**config.mk**
```make
export PLATFORM = sky130hd
export DESIGN_NAME = wake_on_radio_timer_control
export DESIGN_NICKNAME = d
export VERILOG_FILES = /design/src/rtl/wake_timer_pkg.sv /design/src/rtl/slow_clock_divider.sv /design/src/rtl/wake_on_radio_timer_control.sv
export VERILOG_INCLUDE_DIRS = /design/src /design/src/rtl
export SDC_FILE = /design/constraint.sdc
export NUM_CORES = 1
export LEC_CHECK = 0
export BUFFER_PORTS_ARGS = -buffer_cell sky130_fd_sc_hd__buf_2
export CORE_MARGIN = 1.5
export CORE_UTILIZATION = 30
export CTS_CLUSTER_SIZE = 12
export DETAILED_ROUTE_END_ITERATION = 7
export PLACE_DENSITY = 0.51
export SYNTH_ARGS = -nofsm -noshare
export SYNTH_HDL_FRONTEND = slang
export SYNTH_SLANG_ARGS = --single-unit
```
**constraint.sdc**
```tcl
create_clock -name clk -period 2.8 [get_ports clk]
set_clock_uncertainty 0.2 [all_clocks]
set_input_delay 0.28 -clock clk [delete_from_list [all_inputs] [get_ports clk]]
set_output_delay 0.28 -clock clk [all_outputs]
set_load 0.02 [all_outputs]
```
**src/rtl/wake_timer_consts.svh**
```systemverilog
/*
 * Constants for the wake-on-radio timer control: register address,
 * reset and mask values, slow clock divider, settle and scale tables.
 * Assumes inclusion by its bare name from the divider and timer control files.
 */
`ifndef WAKE_TIMER_CONSTS_SVH
`define WAKE_TIMER_CONSTS_SVH

// ----------------------------------------------------------------
// Register map
// ----------------------------------------------------------------
`define WT_CTRL_ADDR      6'h20
`define WT_CTRL_RESET     8'hF8
`define WT_CTRL_WMASK     8'hFB
`define WT_RDATA_NONE     8'h00

// ----------------------------------------------------------------
// Slow clock: crystal clock divided by 750
// ----------------------------------------------------------------
`define WT_SLOW_DIV_LAST  10'h2ED
`define WT_DIV_ZERO       10'h000
`define WT_DIV_ONE        10'h001

// ----------------------------------------------------------------
// Settle interval, in slow periods, per code
// ----------------------------------------------------------------
`define WT_SETTLE_C0      6'h04
`define WT_SETTLE_C1      6'h06
`define WT_SETTLE_C2      6'h08
`define WT_SETTLE_C3      6'h0C
`define WT_SETTLE_C4      6'h10
`define WT_SETTLE_C5      6'h18
`define WT_SETTLE_C6      6'h20
`define WT_SETTLE_C7      6'h30
`define WT_SETTLE_ONE     6'h01
`define WT_SETTLE_ZERO    6'h00

// ----------------------------------------------------------------
// Tick scale: last prescaler value per code (scale minus one)
// ----------------------------------------------------------------
`define WT_SCALE_LAST_0   15'h0000
`define WT_SCALE_LAST_1   15'h001F
`define WT_SCALE_LAST_2   15'h03FF
`define WT_SCALE_LAST_3   15'h7FFF
`define WT_PRE_ONE        15'h0001

// ----------------------------------------------------------------
// Period counter and calibration length
// ----------------------------------------------------------------
`define WT_PERIOD_ZERO    16'h0000
`define WT_PERIOD_ONE     16'h0001
`define WT_CAL_LAST       3'h3
`define WT_CAL_ONE        3'h1
`define WT_CAL_ZERO       3'h0

`endif

```
**src/rtl/wake_timer_pkg.sv**
```systemverilog
/*
 * Types for the wake-on-radio timer control: control register layout,
 * register access request and the oscillator state machine.
 * Assumes the constants header is compiled alongside.
 */
package wake_timer_pkg;

    // Control register layout, bit 7 down to bit 0
    typedef struct packed {
        logic       slow_osc_powerdown;     // 1 = slow oscillator off
        logic [2:0] settle_interval_select; // Settle_interval_select delay code
        logic       slow_osc_cal_enable;    // Recalibration on/off
        logic       reserved;               // Reads zero
        logic [1:0] wake_tick_scale;        // Wake_period_count resolution code
    } wake_timer_control_t;

    // One register access from the serial register port
    typedef struct packed {
        logic       wr;    // Write strobe, one cycle
        logic       rd;    // Read strobe, one cycle
        logic [5:0] addr;  // Register address
        logic [7:0] wdata; // Write data
    } reg_req_t;

    // Slow oscillator state
    typedef enum logic [1:0] {
        OSC_OFF = 2'b00,
        OSC_CAL = 2'b01,
        OSC_RUN = 2'b10
    } osc_state_t;

endpackage

```
**src/rtl/slow_clock_divider.sv**
```systemverilog
/*
 * Slow clock tick generator: one-cycle tick every 750 crystal cycles
 * while the slow oscillator runs.
 * Assumes clk is the crystal-derived clock and run is synchronous.
 */
`timescale 1ns/1ps
`default_nettype none
`include "wake_timer_consts.svh"

module slow_clock_divider (
    input  wire logic clk,
    input  wire logic reset_n,
    input  wire logic run,
    output var  logic tick
);

    logic [9:0] div_ff;      // Crystal cycle counter
    logic [9:0] nxt_div;
    logic       tick_ff;     // Registered tick
    logic       div_wrap;
    logic [9:0] gap_ff;      // Checker: cycles since last tick
    logic       had_tick_ff; // Checker: a tick seen since run rose

    // ----------------------------------------------------------------
    // Divide by 750
    // ----------------------------------------------------------------
    assign div_wrap = run && (div_ff == `WT_SLOW_DIV_LAST);
    assign nxt_div  = !run ? `WT_DIV_ZERO : (div_wrap ? `WT_DIV_ZERO : div_ff + `WT_DIV_ONE);
    assign tick     = tick_ff;

    // Counter and tick register
    always_ff @(posedge clk or negedge reset_n) begin
        if (!reset_n) begin
            div_ff  <= `WT_DIV_ZERO;
            tick_ff <= 1'b0;
        end else begin
            div_ff  <= nxt_div;
            tick_ff <= div_wrap;
        end
    end

    // Checker helpers, restarted by a tick or a stop; the first tick after
    // a start is not timed because the divider begins from a cleared count
    always_ff @(posedge clk or negedge reset_n) begin
        if (!reset_n) begin
            gap_ff      <= `WT_DIV_ZERO;
            had_tick_ff <= 1'b0;
        end else begin
            gap_ff      <= (tick_ff || !run) ? `WT_DIV_ZERO : gap_ff + `WT_DIV_ONE;
            had_tick_ff <= run && (tick_ff || had_tick_ff);
        end
    end
endmodule

`default_nettype wire

```
**src/rtl/wake_on_radio_timer_control.sv**
```systemverilog
/*
 * Wake-on-radio timer control: control register, slow oscillator
 * power-up and calibration, Wake_period_count period timer and Settle_interval_select delay.
 * Assumes register accesses arrive decoded from the serial port as
 * one-cycle strobes, and the 16-bit wake period count comes from the
 * neighbouring timeout registers.
 */
`timescale 1ns/1ps
`default_nettype none
`include "wake_timer_consts.svh"

module wake_on_radio_timer_control (
    input  wire logic                      clk,
    input  wire logic                      reset_n,
    input  wire wake_timer_pkg::reg_req_t  reg_req,
    input  wire logic [15:0]               wake_period_count,
    output var  logic [7:0]                reg_rdata,
    output var  logic                      slow_osc_enable,
    output var  logic                      slow_osc_cal_active,
    output var  logic                      wake_period_count_pulse,
    output var  logic                      settle_interval_select_pulse
);

    // ----------------------------------------------------------------
    // Decode functions
    // ----------------------------------------------------------------
    // Settle interval code to slow periods
    function automatic logic [5:0] settle_periods(input logic [2:0] code);
        logic [5:0] p;
        p = `WT_SETTLE_C0;
        case (code)
            3'h0: p = `WT_SETTLE_C0;
            3'h1: p = `WT_SETTLE_C1;
            3'h2: p = `WT_SETTLE_C2;
            3'h3: p = `WT_SETTLE_C3;
            3'h4: p = `WT_SETTLE_C4;
            3'h5: p = `WT_SETTLE_C5;
            3'h6: p = `WT_SETTLE_C6;
            default: p = `WT_SETTLE_C7;
        endcase
        return p;
    endfunction

    // Tick scale code to last prescaler value
    function automatic logic [14:0] scale_last(input logic [1:0] code);
        logic [14:0] s;
        s = `WT_SCALE_LAST_0;
        case (code)
            2'h0: s = `WT_SCALE_LAST_0;
            2'h1: s = `WT_SCALE_LAST_1;
            2'h2: s = `WT_SCALE_LAST_2;
            default: s = `WT_SCALE_LAST_3;
        endcase
        return s;
    endfunction

    // ----------------------------------------------------------------
    // Declarations
    // ----------------------------------------------------------------
    wake_timer_pkg::wake_timer_control_t ctrl_ff;    // Control register
    wake_timer_pkg::osc_state_t          state_ff;   // Oscillator state
    wake_timer_pkg::osc_state_t          nxt_state;
    logic [14:0] pre_ff;          // Prescaler in slow ticks
    logic [15:0] ev0_cnt_ff;      // Wake_period_count count
    logic [5:0]  settle_cnt_ff;   // Settle_interval_select delay count
    logic        settle_act_ff;   // Settle_interval_select delay running
    logic [2:0]  cal_cnt_ff;      // Calibration length count
    logic        recal_ff;        // Periodic recalibration running
    logic [7:0]  rdata_ff;        // Read data
    logic        ev0_ff;          // Wake_period_count pulse
    logic        ev1_ff;          // Settle_interval_select pulse
    logic        osc_en_ff;       // Oscillator enable
    logic        cal_act_ff;      // Calibration active
    logic        tick;            // Slow clock tick
    logic        ctrl_wr;         // Write to control register
    logic        ctrl_rd;         // Read of control register
    wake_timer_pkg::wake_timer_control_t wr_ctrl; // Masked write data
    logic        start_osc;       // Powerdown cleared while off
    logic        stop_osc;        // Powerdown set
    logic        run_tick;        // Tick while timer runs
    logic        pre_wrap;        // Prescaler completes one count
    logic [15:0] period_eff;      // Period, zero treated as one
    logic        fire0;           // Wake_period_count this cycle
    logic        fire1;           // Settle_interval_select this cycle
    logic        cal_done;        // Calibration length reached
    logic        cal_busy;        // Any calibration running
    logic [14:0] nxt_pre;
    logic [15:0] nxt_ev0_cnt;
    logic [5:0]  nxt_settle_cnt;
    logic        nxt_settle_act;
    logic        nxt_recal;
    logic [2:0]  nxt_cal_cnt;
    logic [7:0]  nxt_rdata;

    // ----------------------------------------------------------------
    // Slow clock
    // ----------------------------------------------------------------
    slow_clock_divider u_div (
        .clk     (clk),
        .reset_n (reset_n),
        .run     (osc_en_ff),
        .tick    (tick)
    );

    // ----------------------------------------------------------------
    // Register access decode
    // ----------------------------------------------------------------
    assign ctrl_wr   = reg_req.wr && (reg_req.addr == `WT_CTRL_ADDR);
    assign ctrl_rd   = reg_req.rd && (reg_req.addr == `WT_CTRL_ADDR);
    assign wr_ctrl   = reg_req.wdata & `WT_CTRL_WMASK;   // Reserved bit held at zero
    // Unmapped reads answer zero rather than stale data
    assign nxt_rdata = ctrl_rd ? ctrl_ff : `WT_RDATA_NONE;

    // ----------------------------------------------------------------
    // Oscillator state machine
    // ----------------------------------------------------------------
    assign start_osc = ctrl_wr && !wr_ctrl.slow_osc_powerdown && (state_ff == wake_timer_pkg::OSC_OFF);
    assign stop_osc  = ctrl_wr && wr_ctrl.slow_osc_powerdown;
    assign cal_busy  = (state_ff == wake_timer_pkg::OSC_CAL) || recal_ff;
    assign cal_done  = cal_busy && tick && (cal_cnt_ff == `WT_CAL_LAST);

    // Next state
    always_comb begin
        nxt_state = state_ff;
        unique case (state_ff)
            wake_timer_pkg::OSC_OFF: begin
                if (start_osc) begin
                    nxt_state = wake_timer_pkg::OSC_CAL;
                end
            end
            wake_timer_pkg::OSC_CAL: begin
                if (stop_osc) begin
                    nxt_state = wake_timer_pkg::OSC_OFF;
                end else if (cal_done) begin
                    nxt_state = wake_timer_pkg::OSC_RUN;
                end
            end
            wake_timer_pkg::OSC_RUN: begin
                if (stop_osc) begin
                    nxt_state = wake_timer_pkg::OSC_OFF;
                end
            end
            default: begin
                nxt_state = wake_timer_pkg::OSC_OFF;
            end
        endcase
    end

    // ----------------------------------------------------------------
    // Event timers
    // ----------------------------------------------------------------
    // Timer counts only once calibrated; it reloads after each Wake_period_count
    assign run_tick   = tick && (state_ff == wake_timer_pkg::OSC_RUN) && !stop_osc;
    assign pre_wrap   = run_tick && (pre_ff >= scale_last(ctrl_ff.wake_tick_scale));
    assign period_eff = (wake_period_count == `WT_PERIOD_ZERO) ? `WT_PERIOD_ONE : wake_period_count;
    assign fire0      = pre_wrap && (ev0_cnt_ff >= period_eff - `WT_PERIOD_ONE);
    assign nxt_pre    = !run_tick ? ((state_ff == wake_timer_pkg::OSC_RUN) ? pre_ff : `WT_SCALE_LAST_0)
                      : (pre_wrap ? `WT_SCALE_LAST_0 : pre_ff + `WT_PRE_ONE);
    assign nxt_ev0_cnt = (state_ff != wake_timer_pkg::OSC_RUN) ? `WT_PERIOD_ZERO
                       : (fire0 ? `WT_PERIOD_ZERO : (pre_wrap ? ev0_cnt_ff + `WT_PERIOD_ONE : ev0_cnt_ff));

    // Settle_interval_select delay, counted in plain slow periods after Wake_period_count
    assign fire1          = run_tick && settle_act_ff && !fire0
                          && (settle_cnt_ff == settle_periods(ctrl_ff.settle_interval_select) - `WT_SETTLE_ONE);
    assign nxt_settle_act = (state_ff != wake_timer_pkg::OSC_RUN) ? 1'b0
                          : (fire0 ? 1'b1 : (fire1 ? 1'b0 : settle_act_ff));
    assign nxt_settle_cnt = (fire0 || !settle_act_ff) ? `WT_SETTLE_ZERO
                          : (run_tick ? settle_cnt_ff + `WT_SETTLE_ONE : settle_cnt_ff);

    // ----------------------------------------------------------------
    // Calibration
    // ----------------------------------------------------------------
    // Recalibration rides alongside the timer so Wake_period_count never slips
    assign nxt_recal   = (state_ff == wake_timer_pkg::OSC_RUN) && !stop_osc
                       && ((fire0 && ctrl_ff.slow_osc_cal_enable) || (recal_ff && !cal_done));
    assign nxt_cal_cnt = (!cal_busy || cal_done) ? `WT_CAL_ZERO
                       : (tick ? cal_cnt_ff + `WT_CAL_ONE : cal_cnt_ff);

    // Control register and read data
    always_ff @(posedge clk or negedge reset_n) begin
        if (!reset_n) begin
            ctrl_ff  <= `WT_CTRL_RESET;
            rdata_ff <= `WT_RDATA_NONE;
        end else begin
            ctrl_ff  <= ctrl_wr ? wr_ctrl : ctrl_ff;
            rdata_ff <= nxt_rdata;
        end
    end

    // State, counters and output pulses
    always_ff @(posedge clk or negedge reset_n) begin
        if (!reset_n) begin
            state_ff      <= wake_timer_pkg::OSC_OFF;
            pre_ff        <= `WT_SCALE_LAST_0;
            ev0_cnt_ff    <= `WT_PERIOD_ZERO;
            settle_cnt_ff <= `WT_SETTLE_ZERO;
            settle_act_ff <= 1'b0;
            cal_cnt_ff    <= `WT_CAL_ZERO;
            recal_ff      <= 1'b0;
            ev0_ff        <= 1'b0;
            ev1_ff        <= 1'b0;
            osc_en_ff     <= 1'b0;
            cal_act_ff    <= 1'b0;
        end else begin
            state_ff      <= nxt_state;
            pre_ff        <= nxt_pre;
            ev0_cnt_ff    <= nxt_ev0_cnt;
            settle_cnt_ff <= nxt_settle_cnt;
            settle_act_ff <= nxt_settle_act;
            cal_cnt_ff    <= nxt_cal_cnt;
            recal_ff      <= nxt_recal;
            ev0_ff        <= fire0;
            ev1_ff        <= fire1;
            osc_en_ff     <= (nxt_state != wake_timer_pkg::OSC_OFF);
            cal_act_ff    <= (nxt_state == wake_timer_pkg::OSC_CAL) || nxt_recal;
        end
    end

    assign reg_rdata           = rdata_ff;
    assign slow_osc_enable     = osc_en_ff;
    assign slow_osc_cal_active = cal_act_ff;
    assign wake_period_count_pulse        = ev0_ff;
    assign settle_interval_select_pulse        = ev1_ff;

    // ----------------------------------------------------------------
    // Checker helpers
    // ----------------------------------------------------------------
    logic [31:0] since_ev0_ff;  // Slow ticks since last Wake_period_count
    logic        quiet_ff;      // Wake_period_count seen, control unchanged since
    logic        ev1_seen_ff;   // Settle_interval_select already given this cycle
    always_ff @(posedge clk or negedge reset_n) begin
        if (!reset_n) begin
            since_ev0_ff <= 32'h0000_0000;
            quiet_ff     <= 1'b0;
            ev1_seen_ff  <= 1'b0;
        end else begin
            since_ev0_ff <= fire0 ? 32'h0000_0000 : (run_tick ? since_ev0_ff + 32'h0000_0001 : since_ev0_ff);
            quiet_ff     <= (state_ff == wake_timer_pkg::OSC_RUN) && !ctrl_wr && (fire0 || quiet_ff);
            ev1_seen_ff  <= fire0 ? 1'b0 : (fire1 || ev1_seen_ff);
        end
    end
endmodule

`default_nettype wire

```
==> summary.md, run 1 <==
| Metric | Value |
|---|---|
| # port buffers | 43 |
| Ports | 46 |
| Count of cell types in the netlist | 62 |
| Area grow syn2layout | 31.8% |
| Worst-Margin Slew | 0.551 ns |
| Die W | 128 µm |
| Pwr Density | 464 mW/mm² |
| Multi-input logic area | 0.00289 mm² |
| Synth Net Count | 591 |
| Pins Over Slew Limit | 0 |
| Initial antenna violation count | 0 |
| Routed vias | 4230 |
| Final Critical Period | 4.07 ns |
| Worst min path class | in2reg |
| Clock buffer count from CTS | 9 |
| Placed cell count | 803 |
| Drt initial violations | 148 |
| Async S/R FF share, synth | 100% |
| Number of max-cap violations | 0 |
| Mapped Avg Cell Area | 9.09 µm² |
| Starting Density | 30.8% |
| Vias in the first global route | 4081 |
| Final Util | 40.6% |
| Worst path required time | 2.88 ns |
| Yosys reg bits | 73 |
| Register area | 0.00183 mm² |
| Largest net degree at the start of global routing | 74 |
| First-pass GRT wire length | 19300 µm |
| DRC viols | 0 |
| Sink Count | 73 |
| H-tree depth | 3 |
| Power Total | 0.00288 W |
| Most common cell after layout, fill and taps aside | dfrtp_1 |
| Worst-path fanout max | 6 |
| Clock Latency Late Sink | 0.34 ns |
| Fin nets | 691 |
| CTS Buffer Depth | 2 |
| Antenna cell count | 0 |
| Core area | 0.0153 mm² |
| Reg clk slew, reported paths | 0.06 ns |
| Post-Route WL | 11500 µm |
| Final setup margin | -1.27 ns |
| CP startpoint kind | primary input |
| Per-cell routed wire length | 13.8 µm |
| Most frequent cells in the layout | 68 x dfrtp_1, 52 x buf_4, 43 x nand2_1 |
| Row count | 45 |
| Leak pwr | 2.76 nW |
| Worst ir drop on vdd | 0.331 mV |
| Top FF cell, synth | dfrtp_1 |
| Final ANT Viol Nets | 0 |
| Post-DP HPWL | 8030 µm |
| Die area | 0.0164 mm² |
| GRT Overall Usage | 14.6% |
| Gp weighted congestion | 0.773 |
| Finished Layout Cells | 833 |
| Final critical-path share of the clock period | 145% |
| Synth Cell Area | 0.00470 mm² |
| Failing checks | setup timing |
| YS warnings | 0 |
| Remaining Overflow, GRT | 0 |
| Pre-antenna DRT Iters | 4 |
| Via density per instance | 5.08 |
| Final Hold Fails | 0 |
| Die height | 128 µm |
| Seq/Total Area, Yosys | 39.0% |
| Arr. time, crit path | 4.15 ns |
| DP Worst Slack | -1.68 ns |
| Fillcell total | 1515 |
| Critical Path End Type | register |
| Mapped Cells | 517 |
| Root Driver | clkbuf_16 |
| CTS tree | built |
| Final setup vio count | 27 |
| CP Class | in2reg |
| Number of flops mapped to enable cells by yosys | 0 |
| Status | finished, violations left |
| Layout cells sized above 1 | 28.8% |
| Max_slew headroom | 63.3% |
| RSZ-0062 raised after global routing | yes |
| Highest clock rate | 246 MHz |
-- report_power, final --
group | internal (W) | switching (W) | leakage (nW) | total (W)
registers | 0.00111 | 0.0000627 | 0.987 | 0.00118
logic | 0.000229 | 0.000293 | 1.62 | 0.000522
clock network | 0.000715 | 0.000464 | 0.145 | 0.00118
total | 0.00206 | 0.000819 | 2.76 | 0.00288
-- critical path: stages --
cell	delay, ns
buf_2	0.11
or4_4	0.51
or3_4	0.34
or3_4	0.34
or3_4	0.39
nor2_4	0.11
nor2_4	0.05
ha_4	0.18
nand2_8	0.08
nor2_4	0.03
xnor2_1	0.12
ha_1	0.32
a21oi_2	0.12
nand2_1	0.06
a221o_1	0.34
a21oi_4	0.25
buf_6	0.17
nor3b_4	0.19
a32o_1	0.15
-- layer usage --
metal | vias to the layer above | global-route usage, % | part of all wire [%]
met1 | 2016 | 19.5 | 49
li1 | 2106 | - | -
met5 | - | 0 | 0
met3 | 12 | 2.50 | 3.5
met4 | 0 | 5.55 | 1.6
met2 | 96 | 23.5 | 46
-- sequential cells by signal (all words and copies together), names as in the netlist, 2 cells and up --
register       count
ev0_cnt_ff        16
pre_ff            15
u_div.div_ff      10
ctrl_ff            7
reg_rdata          7
settle_cnt_ff      6
cal_cnt_ff         3
state_ff           2
-- area by class of cell --
| class | instances | share of cell area, % |
|---|---|---|
| Clock buffer | 10 | 3.86 |
| Clock inverter | 6 | 1.09 |
| Inverter | 21 | 1.33 |
| Multi-Input combinational cell | 402 | 46.7 |
| Sequential cell | 73 | 29.6 |
| Tap cell | 211 | 4.26 |
| Timing Repair Buffer | 110 | 13.2 |
-- worst paths after layout --
path	cells past startpoint	startpoint	slack, ns	to
worst min-delay path	2	reg_req[14]	0.05	reg_rdata[6]
worst min register to register	2	ctrl_ff[7]	0.27	ctrl_ff[7]
min in group asynchronous	3	reset_n	0.30	reg_rdata[4]
worst max-delay path	19	wake_period_count[7]	-1.27	ev0_cnt_ff[6]
max in group asynchronous	3	reset_n	1.76	ctrl_ff[7]
worst max register to register	10	ctrl_ff[1]	0.04	ev0_cnt_ff[6]
-- cell usage after synthesis (3+ instances only) --
cell type,n,share of area [%]
nor2b_1,4,0.53
o21a_1,4,0.64
nand3_1,23,2.4
nand2_1,46,3.7
buf_2,6,0.64
dfrtp_1,68,36
nand2b_1,8,1.1
or3_1,8,1.1
clkbuf_1,11,0.88
a211oi_1,6,0.96
a21oi_1,41,4.4
nor4_1,7,0.93
a22o_1,3,0.56
or4_1,7,1.1
xor2_1,10,1.9
a31oi_1,7,0.93
or4_4,3,0.72
nor2_1,43,3.4
mux2i_1,5,1.1
o21ai_0,21,2.2
xnor2_1,12,2.2
or3_4,3,0.72
o22ai_1,5,0.67
nor3_1,12,1.3
nand4_1,9,1.2
mux2_2,6,1.4
a211o_1,5,0.93
nand4b_1,3,0.56
inv_1,21,1.7
ha_1,40,11
o31ai_1,10,1.6
a21o_1,3,0.48
and3_1,16,2.1
dfstp_2,5,2.8
-- cell families after synthesis --
family | Yosys count | synth area share (%)
buf+inv | 42 | 3.83
compound gates | 122 | 16.6
fa+ha+maj | 40 | 10.6
mux | 11 | 2.50
simple gates | 206 | 23.2
flops | 73 | 39.0
xor+xnor | 22 | 4.10
other cells | 1 | 0.0798
-- metrics by stage --
stage | hold slack (ns) | setup TNS (ns) | cell area [µm²]
after floorplan | -0.216 | -35.52 | 4790
after global placement | 0.145 | -41.21 | 5590
after detailed placement | 0.151 | -42.55 | 5590
after CTS | 0.0463 | -31.77 | 6050
after global routing | 0.0572 | -35.42 | 6200
final | 0.0548 | -31.84 | 6200
-- repair_timing --
action,in CTS,in global routing
pin swaps,10,15
cloned,0,2
gates resized for setup,13,21
buffers inserted,2,3
endpoints found under the hold margin,74,0
endpoints found under the setup margin,31,42
hold buffers,7,0
No activity file was read; power rests on OpenSTA's default activity.
==> run 2, diff against run 1 <==
--- a/config.mk
+++ b/config.mk
@@ -6,6 +6,7 @@
 export SDC_FILE = /design/constraint.sdc
 export NUM_CORES = 1
 export LEC_CHECK = 0
+export ABC_AREA = 1
 export BUFFER_PORTS_ARGS = -buffer_cell sky130_fd_sc_hd__buf_2
 export CORE_MARGIN = 1.5
 export CORE_UTILIZATION = 30
==> run 2 against run 1 <==
Against the previous run: first-iteration DRC count is 15% higher; critical path type unchanged; combinational power is 34% lower; critical path depth is 3 higher; worst setup slack better by 1.4 ns; register-to-register slack better by 0.26 ns; final area is 0.46% higher; worst hold slack better by 0.095 ns; routed wire length is 5.5% lower; via count is 1.6% higher; final cell count is 15% higher; power is 9.0% lower; area after synthesis is 4.0% higher; the run now ends clean.
==> summary.md, run 2 <==
| Metric | Value |
|---|---|
| Status | completed |
| Reg clk slew, reported paths | 0.05 ns |
| Arr. time, crit path | 2.70 ns |
| Root Driver | clkbuf_16 |
| Post-Route WL | 10900 µm |
| CP Class | in2reg |
| Initial antenna violation count | 0 |
| Routed vias | 4299 |
| Post-synth top area cell | dfrtp_1 |
| WP buf/inv | 5 |
| Area grow syn2layout | 27.4% |
| Final setup margin | 0.112 ns |
| Ports | 46 |
| First-pass GRT wire length | 19100 µm |
| Async S/R FF share, synth | 100% |
| Remaining Overflow, GRT | 0 |
| Pins Over Slew Limit | 0 |
| GRT Overall Usage | 13.9% |
| Leak pwr | 3.18 nW |
| Finished Layout Cells | 954 |
| Pre-antenna DRT Iters | 4 |
| CTS Buffer Depth | 2 |
| Top FF cell, synth | dfrtp_1 |
| Sink Count | 73 |
| Power Total | 0.00262 W |
| Fillcell total | 1637 |
| Most frequent CP cell | nand2_4 |
| Antenna cell count | 0 |
| Synth Cell Area | 0.00489 mm² |
| CP max stage delay | 0.29 ns |
| Worst path required time | 2.81 ns |
| Row count | 46 |
| Synth cell count leaders | 156 x nand2_1, 84 x inv_1, 74 x nor2_1 |
| Pwr Density | 420 mW/mm² |
| Vias in the first global route | 4388 |
| Max FFs per register | 16 |
| Die area | 0.0171 mm² |
| Clock buffer count from CTS | 9 |
| Number of max-cap violations | 0 |
| Gp weighted congestion | 0.803 |
| Synth top area cells | dfrtp_1 35%, nand2_1 12%, ha_1 10% |
| Drt initial violations | 170 |
| Worst-path fanout max | 8 |
| Worst-Margin Slew | 0.922 ns |
| CP startpoint kind | primary input |
| Share of the synthesized area in the top cell type | 34.8% |
| CTS tree | built |
| DP Worst Slack | -0.431 ns |
| Starting Density | 30.8% |
| Per-cell routed wire length | 11.4 µm |
| RSZ-0062 raised after global routing | yes |
| Number of flops mapped to enable cells by yosys | 0 |
| Final Hold Fails | 0 |
| Final ANT Viol Nets | 0 |
| Critical Path End Type | register |
| Clock Latency Late Sink | 0.33 ns |
| DRC viols | 0 |
| Yosys reg bits | 73 |
| Largest regs | ev0_cnt_ff x16, pre_ff x15, u_div.div_ff x10 |
| Crit path cell chain | buf_6, inv_4, nand2_4, nor3_4, nand3b_1, nand2_2, inv_2, ha_4, nand2_4, inv_4, nand2_4, nor2_1, xnor2_1, ha_1, nand4_1, nor3_2, nand2_1, nand2_2, nand3_4, buf_6, nand4_1, nand2_1 |
| Most common cell after layout, fill and taps aside | nand2_1 |
| Post-DP HPWL | 8030 µm |
| Count of cell types in the netlist | 40 |
| Worst reg2reg setup slack | 0.30 ns |
| Via density per instance | 4.51 |
| Biggest register | ev0_cnt_ff |
| Worst ir drop on vdd | 0.311 mV |
| Core area | 0.0159 mm² |
| Slowest cell on the critical path | ha_1 |
| Most common cell in the netlist | nand2_1 |
| YS warnings | 0 |
| Die height | 131 µm |
| Highest clock rate | 372 MHz |
| Final setup vio count | 0 |
| Synth Net Count | 712 |
| # port buffers | 43 |
| Layout cells sized above 1 | 21.3% |
| Most frequent cells in the layout | 146 x nand2_1, 79 x inv_1, 68 x dfrtp_1 |
| Worst min path class | in2reg |
| Final critical-path share of the clock period | 96.0% |
| Fin nets | 807 |
| Mapped Avg Cell Area | 7.66 µm² |
| Final Critical Period | 2.69 ns |
| H-tree depth | 3 |
| Seq/Total Area, Yosys | 37.5% |
| Max_slew headroom | 38.5% |
| Placed cell count | 925 |
| Largest net degree at the start of global routing | 74 |
| Largest delay share family, worst path | simple AND/OR/NAND/NOR gates |
| Mapped Cells | 638 |
| Die W | 131 µm |
-- run 2: worst reg2reg max path: cells and delay by family, from the launching register on --
kind / cells / cell delay (ns)
AO/OA/AOI/OAI: 2 / 0.21
adder cells (fa/ha/maj): 1 / 0.33
buffers and inverters: 1 / 0.20
flip-flops: 1 / 0.38
AND/OR/NAND/NOR: 9 / 1.10
-- run 2: logic make-up after synthesis --
group | Yosys count | share of synthesized area (%)
and+or+nand+nor | 328 | 29.9
buffers and inverters | 95 | 7.73
DFF | 73 | 37.5
AOI/OAI and AO/OA | 53 | 5.94
xor gates and xnor gates | 48 | 8.60
adders and majority gates | 40 | 10.2
other | 1 | 0.0767
-- run 2: routing by layer --
metal  GRT usage (%)  up-vias  share of wire [%]
li1                -     2249                  -
met1            16.5     2000                 45
met2            25.1       37                 51
met3            2.81       13                2.4
met4            4.46        0                1.4
met5               0        -                  0
-- run 2: area by class of cell --
cell class / instances / area [µm²] / share of cell area (%)
clock buffers: 13 / 260 / 4.18
clock inverters: 3 / 40.0 / 0.643
inverters: 87 / 337 / 5.41
multi-input cells: 470 / 2840 / 45.6
flip-flops and latches: 73 / 1830 / 29.4
well taps: 216 / 270 / 4.34
repair buffers: 92 / 647 / 10.4
-- run 2: worst paths after layout --
check                                            from                  end  cells after the start
worst max-delay path            wake_period_count[12]       ev0_cnt_ff[10]                     22
worst min-delay path                       reg_req[7]  slow_osc_cal_active                      4
worst max register to register             ctrl_ff[1]           pre_ff[12]                     13
worst min register to register             ctrl_ff[7]           ctrl_ff[7]                      2
max in group asynchronous                     reset_n       ev0_cnt_ff[12]                      2
min in group asynchronous                     reset_n      u_div.div_ff[4]                      2
-- run 2: repair_timing --
item,in CTS,in global routing
resized for setup,15,47
hold buffers,7,0
setup endpoints to repair,25,27
pin swaps,4,23
buffers inserted,3,3
cloned,1,0
hold endpoints to repair,74,0
-- run 2: report_power, final --
group          internal (W)  switching, W  leakage, nW
Sequential          0.00109     0.0000228        0.994
Clock              0.000736      0.000419        0.150
Combinational      0.000144      0.000200         2.03
Total               0.00197      0.000642         3.18
-- run 2: through the flow --
stage	utilization, %	cell area (µm²)	hold slack [ns]	TNS [ns]
floorplan	-	4890	-0.216	0
global placement	35.3	5600	0.267	-8.78
detailed placement	35.3	5600	0.285	-10.68
CTS	38.1	6050	0.146	0
global route	39.2	6230	0.189	-2.19
finish	39.2	6230	0.150	0
